`config.mk`:
```
export PLATFORM = sky130hd
export DESIGN_NAME = sstf_sector_status
export DESIGN_NICKNAME = d
export VERILOG_FILES = /design/src/rtl/sstf_pkg.sv /design/src/rtl/sstf_sector_status.sv
export VERILOG_INCLUDE_DIRS = /design/src /design/src/rtl
export SDC_FILE = /design/constraint.sdc
export NUM_CORES = 1
export LEC_CHECK = 0
export BUFFER_PORTS_ARGS = -buffer_cell sky130_fd_sc_hd__clkbuf_2
export CORE_MARGIN = 1
export CORE_UTILIZATION = 50
export DETAILED_ROUTE_END_ITERATION = 10
export GPL_ROUTABILITY_DRIVEN = 0
export GPL_TIMING_DRIVEN = 0
export PLACE_DENSITY_LB_ADDON = 0.08
export SETUP_SLACK_MARGIN = 0.2
export SLEW_MARGIN = 20
export SYNTH_ARGS = -nofsm -noshare
export SYNTH_HDL_FRONTEND = slang
export SYNTH_SLANG_ARGS = --single-unit
```
`constraint.sdc`:
```
create_clock -name core_clk -period 5.55 [get_ports core_clk]
set_input_delay 0 -clock core_clk [delete_from_list [all_inputs] [get_ports core_clk]]
set_output_delay 0 -clock core_clk [all_outputs]
set_load 0.1 [all_outputs]
```
`src/rtl/sstf_consts.svh`:
```
`ifndef SSTF_CONSTS_SVH
`define SSTF_CONSTS_SVH
// Contract
// - Flag corrected bytes in current sector
// - Flag EDC check failure
// - Flag uncorrectable error header through parity
// - Flag address versus target mismatch
// - Flag EDC parity bytes clean and zero
// - Report discriminated mode and form
// - Hold nine-bit last order area
// - Limit is nine bits plus 7FFh
// - Read sector info word before sending
// - Split user data into 1024/512 blocks
// - Sync and header sent only when selected
// - Subheader sent only for mode 2
// - User data 2048 or 2324 bytes
// - Parity 288, 280 or 4 bytes
// - Block flag from status or OR
// - Buffer byte flags in flagged commands
// - Byte flags from status or erasure
// - Buffer all subcode or Q only
// - Subcode status byte, optional five zeros
// - Decode three-bit decoder command
`define SSTF_A_STS_A 8'h0e
`define SSTF_A_STS_B 8'h0f
`define SSTF_A_LOA_H 8'h10
`define SSTF_A_LOA_L 8'h11
`define SSTF_A_LIM_H 8'h12
`define SSTF_A_LIM_L 8'h13
`define SSTF_A_FMT0 8'h14
`define SSTF_A_FMT1 8'h15
`define SSTF_RST_BYTE 8'h00
`define SSTF_F0_K1 7
`define SSTF_F0_K05 6
`define SSTF_F0_SYNC 5
`define SSTF_F0_HDR 4
`define SSTF_F0_SUB 3
`define SSTF_F0_USER 2
`define SSTF_F0_PAR 1
`define SSTF_F0_AUTO 0
`define SSTF_F1_BLKEN 7
`define SSTF_F1_BLKSL 6
`define SSTF_F1_BYTEN 5
`define SSTF_F1_BYTSL 4
`define SSTF_F1_SBCEN 3
`define SSTF_F1_ALL_SUBCHANNEL_SELECT 2
`define SSTF_F1_SBCSTS 1
`define SSTF_F1_ZPAD 0
`define SSTF_INFO_FORM 2
`define SSTF_INFO_MODE 1
`define SSTF_Q_BIT 6
`define SSTF_LIM_LOW 11'h7ff
`define SSTF_LEN_SYNC 12'd12
`define SSTF_LEN_HDR 12'd4
`define SSTF_LEN_SUB 12'd8
`define SSTF_LEN_USER1 12'd2048
`define SSTF_LEN_USER2 12'd2324
`define SSTF_LEN_PAR1 12'd288
`define SSTF_LEN_PAR21 12'd280
`define SSTF_LEN_PAR22 12'd4
`define SSTF_LEN_FLAGS 12'd294
`define SSTF_LEN_SUBALL 12'd96
`define SSTF_LEN_SUBQ 12'd12
`define SSTF_LEN_PAD 12'd5
`define SSTF_OFS_HDR 12'd12
`define SSTF_OFS_SUB 12'd16
`define SSTF_OFS_DATA2 12'd24
`define SSTF_OFS_PAR1 12'd2064
`define SSTF_OFS_PAR21 12'd2072
`define SSTF_OFS_PAR22 12'd2348
`define SSTF_OFS_FLAGS 12'd2352
`define SSTF_OFS_SUBC 12'd2646
`define SSTF_OFS_INFO 12'd2742
`define SSTF_MASK_1K 12'd1023
`define SSTF_MASK_512 12'd511
`endif

```
`src/rtl/sstf_pkg.sv`:
```
package sstf_pkg;
  typedef enum logic [2:0] {
    CMD_OFF = 3'b000, CMD_MON = 3'b001, CMD_WRONLY = 3'b010, CMD_RT = 3'b011,
    CMD_ASYNC = 3'b100, CMD_SUBC = 3'b101, CMD_UNUSED = 3'b110, CMD_AUDIO = 3'b111
  } sstf_cmd_t;
  typedef enum logic [3:0] {
    SG_SYNC = 4'h0, SG_HDR = 4'h1, SG_SUB = 4'h2, SG_USER = 4'h3, SG_PAR = 4'h4,
    SG_FLAGS = 4'h5, SG_BLK = 4'h6, SG_SUBC = 4'h7, SG_STAT = 4'h8, SG_PAD = 4'h9,
    SG_END = 4'ha
  } sstf_seg_t;
  typedef enum logic [2:0] {
    XS_IDLE = 3'b000, XS_INFO = 3'b001, XS_PLAN = 3'b010, XS_SEL = 3'b011,
    XS_FETCH = 3'b100, XS_CAPT = 3'b101, XS_SEND = 3'b110
  } sstf_xstate_t;
  typedef struct packed {
    logic [7:0] addr;
    logic [7:0] wdata;
    logic wr;
    logic rd;
  } sstf_regbus_t;
  typedef struct packed {
    logic done;
    logic corrected;
    logic edcErr;
    logic eccErr;
    logic [23:0] curAddr;
    logic [31:0] edcParity;
    logic [3:0] edcParityFlag;
    logic mode;
    logic form;
  } sstf_result_t;
endpackage : sstf_pkg

```
`src/rtl/sstf_sector_status.sv`:
```
// The implementer's own choice: the plain strobed port.
`timescale 1ns/10ps
`include "sstf_consts.svh"
module sstf_sector_status (
  input wire logic core_clk, // 100 MHz
  input wire logic rst, // Sync, active high
  input wire sstf_pkg::sstf_regbus_t bus, // Register request
  output logic [7:0] regRdData, // Read data, next cycle
  input wire sstf_pkg::sstf_cmd_t decoderCommandField, // Decoder command
  input wire logic repeatCorrection, // Repeat correction active
  input wire sstf_pkg::sstf_result_t result, // Sector result
  input wire logic [23:0] targetAddr, // Target min/sec/block
  input wire logic [7:0] blockStatusByte, // Sub CPU block status
  input wire logic [7:0] byteStatusValue, // Sub CPU byte status
  input wire logic [7:0] subchannelStatus, // Sub CPU subcode status
  input wire logic dataStrobe, // One data byte from DSP
  input wire logic erasurePointer, // Its erasure flag
  input wire logic subStrobe, // One subcode byte
  input wire logic [7:0] subByte, // Subcode P..W
  output logic flagWrEn, // Byte flag write
  output logic [7:0] flagWrData, // Byte flag data
  output logic subWrEn, // Subcode write
  output logic [7:0] subWrData, // Subcode data
  output logic sectorBufInhibit, // Sector data blocked
  input wire logic [19:0] limitAddr, // Address under check
  output logic limitReached, // Address hit limit
  output logic [8:0] lastOrderArea, // Last order area
  input wire logic xferStart, // Sector ready to send
  input wire logic [19:0] xferBase, // Sector base address
  output logic bufRdEn, // Buffer read
  output logic [19:0] bufRdAddr, // Buffer address
  input wire logic [7:0] bufRdData, // Data, next cycle
  output logic [7:0] hostData, // Byte to host
  output logic hostValid, // Byte valid
  input wire logic hostReady, // Host takes byte
  output logic hostBlockEnd, // Last byte of split block
  output logic hostSectorEnd, // Sector finished
  output logic xferBusy // Transfer running
);
  import sstf_pkg::*;

  logic [8:0] lim;
  logic [7:0] fmt0;
  logic [7:0] fmt1;
  logic [3:0] stsA;
  logic [2:0] stsB;
  logic [7:0] info;
  logic [19:0] base;
  logic [11:0] cnt;
  sstf_seg_t seg;
  sstf_xstate_t state;
  logic [2:0] flagCnt;
  logic [6:0] flagShift;
  logic [7:0] blkOr;
  logic [7:0] blkLatched;
  logic [2:0] qCnt;
  logic [6:0] qShift;
  logic iMode;
  logic iForm;
  logic split;
  logic flagActive;
  logic subActive;
  logic [7:0] flagByte;
  logic [11:0] splitMask;

  function automatic logic buffersFlags(input sstf_cmd_t c);
    buffersFlags = (c == CMD_WRONLY) || (c == CMD_RT) || (c == CMD_AUDIO);
  endfunction : buffersFlags

  function automatic logic segOn(input sstf_seg_t s);
    case (s)
      SG_SYNC: segOn = fmt0[`SSTF_F0_SYNC] && !split;
      SG_HDR: segOn = fmt0[`SSTF_F0_HDR] && !split;
      SG_SUB: segOn = fmt0[`SSTF_F0_SUB] && iMode && !split;
      SG_USER: segOn = fmt0[`SSTF_F0_USER] || split;
      SG_PAR: segOn = fmt0[`SSTF_F0_PAR] && !split;
      SG_FLAGS: segOn = fmt1[`SSTF_F1_BYTEN] && fmt0[`SSTF_F0_USER] && !split;
      SG_BLK: segOn = fmt1[`SSTF_F1_BLKEN] && !split;
      SG_SUBC: segOn = fmt1[`SSTF_F1_SBCEN] && !split;
      SG_STAT: segOn = fmt1[`SSTF_F1_SBCEN] && fmt1[`SSTF_F1_SBCSTS] && !split;
      SG_PAD: segOn = fmt1[`SSTF_F1_SBCEN] && fmt1[`SSTF_F1_SBCSTS]
                      && !fmt1[`SSTF_F1_ALL_SUBCHANNEL_SELECT] && fmt1[`SSTF_F1_ZPAD] && !split;
      default: segOn = 1'b0;
    endcase
  endfunction : segOn

  function automatic logic [11:0] segLen(input sstf_seg_t s);
    case (s)
      SG_SYNC: segLen = `SSTF_LEN_SYNC;
      SG_HDR: segLen = `SSTF_LEN_HDR;
      SG_SUB: segLen = `SSTF_LEN_SUB;
      SG_USER: segLen = iForm ? `SSTF_LEN_USER2 : `SSTF_LEN_USER1;
      SG_PAR: segLen = !iMode ? `SSTF_LEN_PAR1 : (iForm ? `SSTF_LEN_PAR22 : `SSTF_LEN_PAR21);
      SG_FLAGS: segLen = `SSTF_LEN_FLAGS;
      SG_SUBC: segLen = fmt1[`SSTF_F1_ALL_SUBCHANNEL_SELECT] ? `SSTF_LEN_SUBALL : `SSTF_LEN_SUBQ;
      SG_PAD: segLen = `SSTF_LEN_PAD;
      default: segLen = 12'd1;
    endcase
  endfunction : segLen

  // Mode 2 layout keeps subheader, data and parity contiguous, so
  // all three selects give 2336 bytes whatever the form bit says
  function automatic logic [11:0] segOfs(input sstf_seg_t s);
    case (s)
      SG_HDR: segOfs = `SSTF_OFS_HDR;
      SG_SUB: segOfs = `SSTF_OFS_SUB;
      SG_USER: segOfs = iMode ? `SSTF_OFS_DATA2 : `SSTF_OFS_SUB;
      SG_PAR: segOfs = !iMode ? `SSTF_OFS_PAR1 : (iForm ? `SSTF_OFS_PAR22 : `SSTF_OFS_PAR21);
      SG_FLAGS: segOfs = `SSTF_OFS_FLAGS;
      SG_SUBC: segOfs = `SSTF_OFS_SUBC;
      default: segOfs = 12'd0;
    endcase
  endfunction : segOfs

  assign iMode = info[`SSTF_INFO_MODE];
  assign iForm = info[`SSTF_INFO_FORM] && iMode;
  assign split = fmt0[`SSTF_F0_K1] || fmt0[`SSTF_F0_K05];
  assign splitMask = fmt0[`SSTF_F0_K1] ? `SSTF_MASK_1K : `SSTF_MASK_512;
  // Sector data and subcode cannot share the buffer
  assign sectorBufInhibit = fmt1[`SSTF_F1_SBCEN];
  assign flagActive = fmt1[`SSTF_F1_BYTEN] && fmt0[`SSTF_F0_USER]
                      && buffersFlags(decoderCommandField) && !sectorBufInhibit;
  assign subActive = fmt1[`SSTF_F1_SBCEN] && (decoderCommandField == CMD_AUDIO);
  assign flagByte = fmt1[`SSTF_F1_BYTSL] ? byteStatusValue : {flagShift, erasurePointer};
  assign xferBusy = (state != XS_IDLE);
  assign bufRdEn = (state == XS_INFO)
                   || ((state == XS_FETCH) && (seg != SG_BLK) && (seg != SG_STAT) && (seg != SG_PAD));
  assign bufRdAddr = base + {8'h00, (state == XS_INFO) ? `SSTF_OFS_INFO : 12'(segOfs(seg) + cnt)};
  assign hostBlockEnd = (state == XS_SEND) && hostReady && (seg == SG_USER) && split
                        && ((cnt & splitMask) == splitMask);

  // Register writes
  always_ff @(posedge core_clk) begin
    if (rst) begin
      lastOrderArea <= 9'h000;
      lim <= 9'h000;
      fmt0 <= `SSTF_RST_BYTE;
      fmt1 <= `SSTF_RST_BYTE;
    end else if (bus.wr) begin
      case (bus.addr)
        `SSTF_A_LOA_H: lastOrderArea[8] <= bus.wdata[0];
        `SSTF_A_LOA_L: lastOrderArea[7:0] <= bus.wdata;
        `SSTF_A_LIM_H: lim[8] <= bus.wdata[0];
        `SSTF_A_LIM_L: lim[7:0] <= bus.wdata;
        `SSTF_A_FMT0: fmt0 <= bus.wdata;
        `SSTF_A_FMT1: fmt1 <= bus.wdata;
        default: ;
      endcase
    end
  end

  // Read data lives one cycle only
  always_ff @(posedge core_clk) begin
    if (rst || !bus.rd) begin
      regRdData <= 8'h00;
    end else begin
      case (bus.addr)
        `SSTF_A_STS_A: regRdData <= {4'h0, stsA};
        `SSTF_A_STS_B: regRdData <= {5'h00, stsB};
        `SSTF_A_LOA_H: regRdData <= {7'h00, lastOrderArea[8]};
        `SSTF_A_LOA_L: regRdData <= lastOrderArea[7:0];
        `SSTF_A_LIM_H: regRdData <= {7'h00, lim[8]};
        `SSTF_A_LIM_L: regRdData <= lim[7:0];
        `SSTF_A_FMT0: regRdData <= fmt0;
        `SSTF_A_FMT1: regRdData <= fmt1;
        default: regRdData <= 8'h00;
      endcase
    end
  end

  // Per-sector decode results
  always_ff @(posedge core_clk) begin
    if (rst) begin
      stsA <= 4'h0;
      stsB <= 3'h0;
    end else if (result.done) begin
      stsA[3] <= result.corrected;
      stsA[2] <= result.edcErr;
      stsA[1] <= result.eccErr;
      stsA[0] <= (result.curAddr != targetAddr);
      stsB[2] <= (result.edcParityFlag == 4'h0) && (result.edcParity == 32'h0000_0000);
      if ((decoderCommandField == CMD_RT) || repeatCorrection) begin
        stsB[1] <= result.mode;
        stsB[0] <= result.form && result.mode;
      end
    end
  end

  // Limit check, low 11 bits implied ones
  always_ff @(posedge core_clk) begin
    if (rst) begin
      limitReached <= 1'b0;
    end else begin
      limitReached <= (!fmt0[`SSTF_F0_AUTO] || (decoderCommandField == CMD_SUBC))
                      && (limitAddr == {lim, `SSTF_LIM_LOW});
    end
  end

  // Byte flag buffering, eight data bytes per flag byte
  always_ff @(posedge core_clk) begin
    if (rst) begin
      flagCnt <= 3'd0;
      flagShift <= 7'h00;
      flagWrEn <= 1'b0;
      flagWrData <= 8'h00;
    end else begin
      flagWrEn <= 1'b0;
      if (result.done) begin
        flagCnt <= 3'd0;
      end else if (dataStrobe && flagActive) begin
        flagShift <= {flagShift[5:0], erasurePointer};
        flagCnt <= flagCnt + 3'd1;
        if (flagCnt == 3'd7) begin
          flagWrEn <= 1'b1;
          flagWrData <= flagByte;
        end
      end
    end
  end

  // OR of flags for block flag; a byte landing with done joins the old sector
  always_ff @(posedge core_clk) begin
    if (rst) begin
      blkOr <= 8'h00;
      blkLatched <= 8'h00;
    end else if (result.done) begin
      blkLatched <= {7'h00, |(blkOr | (flagWrEn ? flagWrData : 8'h00))};
      blkOr <= 8'h00;
    end else if (flagWrEn) begin
      blkOr <= blkOr | flagWrData;
    end
  end

  // Subcode buffering
  always_ff @(posedge core_clk) begin
    if (rst) begin
      qCnt <= 3'd0;
      qShift <= 7'h00;
      subWrEn <= 1'b0;
      subWrData <= 8'h00;
    end else begin
      subWrEn <= 1'b0;
      if (subStrobe && subActive) begin
        if (fmt1[`SSTF_F1_ALL_SUBCHANNEL_SELECT]) begin
          subWrEn <= 1'b1;
          subWrData <= subByte;
        end else begin
          qShift <= {qShift[5:0], subByte[`SSTF_Q_BIT]};
          qCnt <= qCnt + 3'd1;
          if (qCnt == 3'd7) begin
            subWrEn <= 1'b1;
            subWrData <= {qShift, subByte[`SSTF_Q_BIT]};
          end
        end
      end
    end
  end

  // Automatic transfer sequencer
  always_ff @(posedge core_clk) begin
    if (rst) begin
      state <= XS_IDLE;
      seg <= SG_SYNC;
      cnt <= 12'd0;
      info <= 8'h00;
      base <= 20'h00000;
      hostData <= 8'h00;
      hostValid <= 1'b0;
      hostSectorEnd <= 1'b0;
    end else begin
      hostSectorEnd <= 1'b0;
      case (state)
        XS_IDLE: begin
          if (xferStart && fmt0[`SSTF_F0_AUTO]) begin
            base <= xferBase;
            state <= XS_INFO;
          end
        end
        XS_INFO: state <= XS_PLAN;
        XS_PLAN: begin
          info <= bufRdData;
          seg <= SG_SYNC;
          state <= XS_SEL;
        end
        XS_SEL: begin
          cnt <= 12'd0;
          if (seg == SG_END) begin
            hostSectorEnd <= 1'b1;
            state <= XS_IDLE;
          end else if (segOn(seg)) begin
            state <= XS_FETCH;
          end else begin
            seg <= sstf_seg_t'(seg + 4'h1);
          end
        end
        XS_FETCH: state <= XS_CAPT;
        XS_CAPT: begin
          hostValid <= 1'b1;
          case (seg)
            SG_BLK: hostData <= fmt1[`SSTF_F1_BLKSL] ? blockStatusByte : blkLatched;
            SG_STAT: hostData <= subchannelStatus;
            SG_PAD: hostData <= 8'h00;
            default: hostData <= bufRdData;
          endcase
          state <= XS_SEND;
        end
        XS_SEND: begin
          if (hostReady) begin
            hostValid <= 1'b0;
            if (cnt == 12'(segLen(seg) - 12'd1)) begin
              seg <= sstf_seg_t'(seg + 4'h1);
              state <= XS_SEL;
            end else begin
              cnt <= cnt + 12'd1;
              state <= XS_FETCH;
            end
          end
        end
        default: state <= XS_IDLE;
      endcase
    end
  end
endmodule : sstf_sector_status

```
==> results.toml, run 1 <==
[routing]
first_iter_violations = 432
dr.pass1.iters = 5
wl_um = 27000
vias = 8975
ant_nets = 0
avgViaCountPerCell = 5.54
wl_per_cell_um = 16.7
drc_errors = 0

[clock_tree]
clk_latency_ns = 0.43
htreeDepth = 4
max-clock-path-buffers = 2
clockRootBuffer = "clkbuf_16"
cts_tree = "yes"
cts_buffers = 17
clock-sinks = 148
path_clk_slew_ns = 0.07

[global_route]
grt_pass1_vias = 8687
grt_overflow = 0
grt_max_degree = 17
grt_pass1_wl_um = 42900
grt_use_total_pct = 30.7
antenna_found_initial = 0

[synth]
ys_seq_elements = 148
netlist_top_cells_area = "dfxtp_1, mux2i_1, a21oi_1, nor2_1, ha_1"
syn_nets = 1261
yosys_warnings = 0
netlist_instances = 1029
synth_seq_area_share_pct = 34.7
yosys.area.top_type_share_pct = 34.7
synth_area_um2 = 8530
syn_avg_cell_area_um2 = 8.29
netlist.top_cell.by_area = "dfxtp_1"
synth_edf_count = 0
synthDistinctLibCells = 72
synthFlopType = "dfxtp_1"
ys_async_sr_fraction_pct = 0

[run]
drv_cap = 0

[power]
p_switching_w = 0.000639
power_density_nw_per_um2 = 207
power_frac_seq_pct = 44.4
internal-power_w = 0.00177
p_clk_share_pct = 46.2
switching_share_pct = 26.6
ir_worst_vdd_mv = 0.225
p_leak_nw = 4.93
p_comb_share_pct = 9.4

[cells_and_area]
most-common-layout-cells = "clkbuf_2, dfxtp_1, nor2_1, nand2_1, a21oi_1"
diodes = 0
layout-drive-gt1-share_pct = 25.7
multiInputGateArea_um2 = 5400
final_common_cell = "clkbuf_2"
seqCellArea_um2 = 2970
nNetsFinal = 1618
fill_cells = 1387
area_delta_synth_final_pct = 36.1

[worst_hold_path]
hold_depth = 4
hold_start = "blockStatusByte[2]"
hold_class = "in -> reg"
worstHoldEndpoint = "hostData[2]"

[timing]
finalCritPeriodShare_pct = 92.2
fin_hold_ws_ns = -0.00138
min_period_ns = 5.12
slew_headroom_pct = 32.6
hold_violations = 2
skew_ns = 0.0109
finalMaxSlewViolations = 0
fmax_ghz = 0.195
worst_pin_slew_ns = 1.00
finalSetupViolations = 0
rsz0062_at_grt = "false"
tns_ns = 0

[placement]
dp_hpwl_um = 19700
portBuffers = 266

[critical_path]
crit_path_start_kind = "flop"
endpoint_kind = "output pin"
r2r_end = "seg[3]"
ff2ff_path_depth = 15
required_ns = 5.55
reg2reg_from = "seg[1]"
regToRegSetupSlack_ns = 1.45
crit_fanout = 8
critPathArrivalTime_ns = 5.12
crit_type = "reg -> out"

[die]
coreArea_um2 = 16600
io_pins = 269
start_util_pct = 51.2
fp.dieH_um = 133
die_area_um2 = 17600
die_x_um = 133
rows = 47

[run_status]
violations = "hold timing"
status = "finished, violations left"
## cell type report
cell class              count  area share, %
plain buffers              55           1.98
clock buffers              17           3.67
clock inverters            15           1.19
inverters                  19          0.614
multi-input cells         807           46.5
flip-flops and latches    148           25.6
well taps                 220           2.37
repair buffers            338           18.1
## per-stage QoR
stage | total power (W) | cell area, µm² | setup slack, ns | util, % | instances
3_5_place_dp | 0.00128 | 10200 | 0.0272 | 61.1 | 1516
3_3_place_gp | 0.00128 | 10200 | 0.109 | 61.0 | 1515
5_1_grt | 0.00247 | 11600 | 0.191 | 69.7 | 1619
6_report | 0.00241 | 11600 | 0.432 | 69.7 | 1619
2_1_floorplan | 0.00117 | 8550 | 0.206 | - | 1029
4_1_cts | 0.00241 | 11500 | 0.250 | 69.1 | 1615
## worst max-delay path by stage
stage,startpoint,to,slack [ns],cells past startpoint
2_1_floorplan,seg[0],bufRdAddr[13],0.21,22
3_3_place_gp,seg[1],bufRdAddr[16],0.11,22
3_5_place_dp,seg[1],bufRdAddr[16],0.03,22
4_1_cts,seg[0],bufRdAddr[19],0.25,24
5_1_grt,seg[2],bufRdAddr[19],0.19,24
6_report,seg[0],bufRdAddr[19],0.43,24
## timing repair
item	in CTS	in global routing
setup endpoints to repair	9	10
hold buffers	67	0
pin swaps	0	6
hold endpoints to repair	89	0
resized for setup	21	30
buffers inserted	0	4
## logic make-up (layout without fill, tap and decap cells)
logic type               count (synthesis)  after routing  share of synthesized area, %
AO/OA/AOI/OAI                          210            210                          16.4
XOR/XNOR                                70             70                          7.19
adder cells (fa/ha/maj)                 33             33                          5.02
buffers and inverters                   74            444                          3.39
flip-flops                             148            148                          34.7
multiplexers                            78             78                          9.32
AND/OR/NAND/NOR                        416            416                          23.9
## power by group through the flow
stage          logic (W)  registers, W  clock network [W]
6_report        0.000226       0.00107            0.00111
5_1_grt         0.000241       0.00107            0.00116
4_1_cts         0.000222       0.00107            0.00111
3_5_place_dp    0.000188       0.00109                  0
3_3_place_gp    0.000186       0.00109                  0
2_1_floorplan  0.0000815       0.00109                  0
## worst max-delay path, stage by stage, from the launching register on
cell	delay, ns
dfxtp_4	0.38
inv_2	0.07
ha_1	0.15
buf_6	0.11
nor3_1	0.07
or3_4	0.40
o32ai_4	0.26
ha_1	0.29
nor2b_1	0.16
o21ai_1	0.11
nand2b_1	0.10
a21o_1	0.19
a21o_1	0.21
a31oi_2	0.19
nor2b_1	0.08
o21ai_0	0.21
xnor2_1	0.16
nand2_1	0.08
ha_2	0.35
nor2_1	0.05
nor2_2	0.15
nand2_1	0.15
nor3b_2	0.24
xor2_1	0.22
clkbuf_8	0.28
## state kept, by name, indices dropped and copies added, names as in the netlist, 7 cells and up
register,count
hostData,8
regRdData,8
fmt0,8
subWrData,8
cnt,12
base,20
flagWrData,8
flagShift,7
fmt1,8
lim,9
blkOr,8
qShift,7
lastOrderArea,9
## synth_stat cells (17+ instances only)
cell type / count
dfxtp_1: 148
nor2b_1: 20
xnor2_1: 32
ha_1: 31
nand2_1: 101
nand3_1: 38
clkbuf_1: 43
o21ai_0: 17
nor2_1: 120
xor2_1: 38
nor3_1: 29
a21oi_1: 90
a211oi_1: 18
inv_1: 19
nand2b_1: 18
mux2i_1: 67
nor4_1: 22
## metal layers
metal | global-route usage, % | up-vias | wire (µm)
li1 | - | 4395 | -
met4 | 13.0 | 0 | 984
met3 | 6.17 | 72 | 1500
met5 | 0 | - | 0
met2 | 56.4 | 343 | 13600
met1 | 34.4 | 4165 | 10900
Power figures use the tool's default switching activity.
==> run 2, diff against run 1 <==
--- a/config.mk
+++ b/config.mk
@@ -16,3 +16,2 @@
 export SETUP_SLACK_MARGIN = 0.2
-export SLEW_MARGIN = 20
 export SYNTH_ARGS = -nofsm -noshare
==> constraint.sdc (replaced) <==
create_clock -name core_clk -period 5.55 [get_ports core_clk]
set_input_delay 0.2775 -clock core_clk [delete_from_list [all_inputs] [get_ports core_clk]]
set_output_delay 0.2775 -clock core_clk [all_outputs]
set_load 0.1 [all_outputs]
==> run 2 against run 1 <==
The flow now finishes without violations. Power grew 2.5%. First-iteration DRC count grew 19%. Clock skew decreased by 0.0014 ns. Cell count shrank 3.7%. Worst setup slack worse by 0.063 ns. Wire length fell by 4.0%. Sequential share of layout area up 1.0 points. Die area did not move. Critical path depth increased by 1. Combinational power down 15%. Worst hold slack gained 0.068 ns. Core utilization decreased by 2.7 points. Critical endpoint is now bufRdAddr[18]. Largest cell class unchanged.
==> results.toml, run 2 (synthesis gave the netlist of run 1 again) <==
[worst_hold_path]
worstHoldEndpoint = "base[15]"
hold_class = "in -> reg"
hold_start = "xferBase[15]"
hold_depth = 3

[clock_tree]
clockRootBuffer = "clkbuf_16"
cts_buffers = 17
path_clk_slew_ns = 0.07
max-clock-path-buffers = 2
cts.hold.buffers_added = 0
clock-sinks = 148
htreeDepth = 4
cts_tree = "yes"
clk_latency_ns = 0.43

[timing]
fin_hold_ws_ns = 0.0670
layout_setup_ws_ns = 0.369
hold_violations = 0
finalSetupViolations = 0
min_period_ns = 5.18
rsz0062_at_grt = "true"
worst_pin_slew_ns = 1.06
skew_ns = 0.00955
slew_headroom_pct = 29.1
finalMaxSlewViolations = 0
fmax_ghz = 0.193
finalCritPeriodShare_pct = 93.4

[global_route]
grt_pass1_wl_um = 40600
grt_max_degree = 17
grt_use_total_pct = 29.2
grt_overflow = 0
grtUsageMet1_pct = 34.5
antenna_found_initial = 0
grt_use_met3_pct = 4.90
top_usage_layer = "met2"
grt_pass1_vias = 8173
globalRouteMet2Util_pct = 50.8

[die]
die_area_um2 = 17600
die_x_um = 133
start_util_pct = 51.2
rows = 47
fp.dieH_um = 133
io_pins = 269
coreArea_um2 = 16600

[cells_and_area]
most-common-layout-cells = "clkbuf_2, dfxtp_1, nor2_1, nand2_1, a21oi_1"
stdcell_area_um2 = 11200
final_common_cell = "clkbuf_2"
largest_reg_flops = 20
fill_cells = 1442
regMostFlops = "base"
layout-drive-gt1-share_pct = 27.9
area_delta_synth_final_pct = 30.8
top_regs = "base x20, cnt x12"
diodes = 0
layout.cells.non_filler = 1559
nNetsFinal = 1558

[critical_path]
crit_fanout = 8
endpoint_kind = "output pin"
reg2reg_from = "seg[1]"
r2r_end = "seg[0]"
required_ns = 5.27
critPathArrivalTime_ns = 4.90
regToRegSetupSlack_ns = 1.60
crit_path_start_kind = "flop"
ff2ff_path_depth = 15
crit_type = "reg -> out"

[run_status]
status = "finished clean"

[power]
p_leak_nw = 4.75
finalPower_w = 0.00247
power_density_nw_per_um2 = 221
ir_worst_vdd_mv = 0.197

[placement]
placed_cell_area_um2 = 10200
dp_cells = 1516
portBuffers = 266
place_ws_ns = -0.242
dp_hpwl_um = 20000

[routing]
dr.pass1.iters = 5
ant_nets = 0
wl_um = 26000
first_iter_violations = 515
wl_per_cell_um = 16.6
avgViaCountPerCell = 5.57
vias = 8683
drc_errors = 0

[run]
drv_cap = 0
==> run 2: how the worst max path moves through the flow <==
stage | start | endpoint | slack (ns)
after floorplan | seg[0] | bufRdAddr[14] | 0.08
after global placement | seg[0] | bufRdAddr[16] | -0.29
after detailed placement | seg[0] | bufRdAddr[16] | -0.24
after CTS | seg[0] | bufRdAddr[16] | 0.22
after global routing | seg[2] | bufRdAddr[18] | 0.10
final | seg[1] | bufRdAddr[18] | 0.37
==> run 2: repair_timing <==
action,CTS,global route
setup endpoints to repair,10,10
setup buffers,6,5
gates resized for setup,41,27
pin swaps,7,13
gates cloned,0,0
==> run 2: layout make-up <==
cell class              count  area (µm²)  share of cell area (%)
clock buffers              21         460                    4.13
flip-flops and latches    148        2970                    26.6
inverters                  19        73.8                   0.662
repair buffers            278        1500                    13.5
multi-input cells         807        5470                    49.1
well taps                 220         275                    2.47
clock inverters            11         151                    1.36
plain buffers              55         249                    2.23
==> run 2: metal layers <==
metal  vias to the layer above  wire length [µm]  part of all wire [%]
met4                         0               953                   3.7
met1                      4036             10800                    42
met3                        52              1380                   5.3
met5                         -                 0                     0
met2                       324             12800                    49
li1                       4271                 -                     -
==> run 2: through the flow <==
stage / setup TNS (ns) / util (%)
after floorplan: 0 / -
after global placement: -0.942 / 61.3
after detailed placement: -0.763 / 61.4
after CTS: 0 / 66.4
after global routing: 0 / 67.0
final: 0 / 67.0
==> run 2: where the power goes <==
group          internal [W]  switching (W)  total (W)
clock              0.000733       0.000473    0.00121
sequential          0.00107     0.00000336    0.00107
combinational     0.0000824       0.000109   0.000191
total               0.00188       0.000585    0.00247
==> run 2: critical path, stage by stage (launching register included) <==
cell and delay [ns]:
dfxtp_4 0.37, inv_1 0.08, ha_2 0.24, and3_1 0.20, nor3_1 0.05, or3_1 0.44, inv_1 0.09, ha_1 0.22
a21o_1 0.19, a21oi_2 0.17, o21bai_1 0.10, a21oi_2 0.20, nor2b_1 0.09, o211ai_1 0.19, nand2b_1 0.07, a21oi_1 0.17
xnor2_1 0.14, nor2_1 0.08, ha_1 0.35, nor3_2 0.22, nor2_2 0.07, buf_4 0.14, o41ai_4 0.06, nor2_1 0.14
xor2_2 0.16, clkbuf_8 0.26
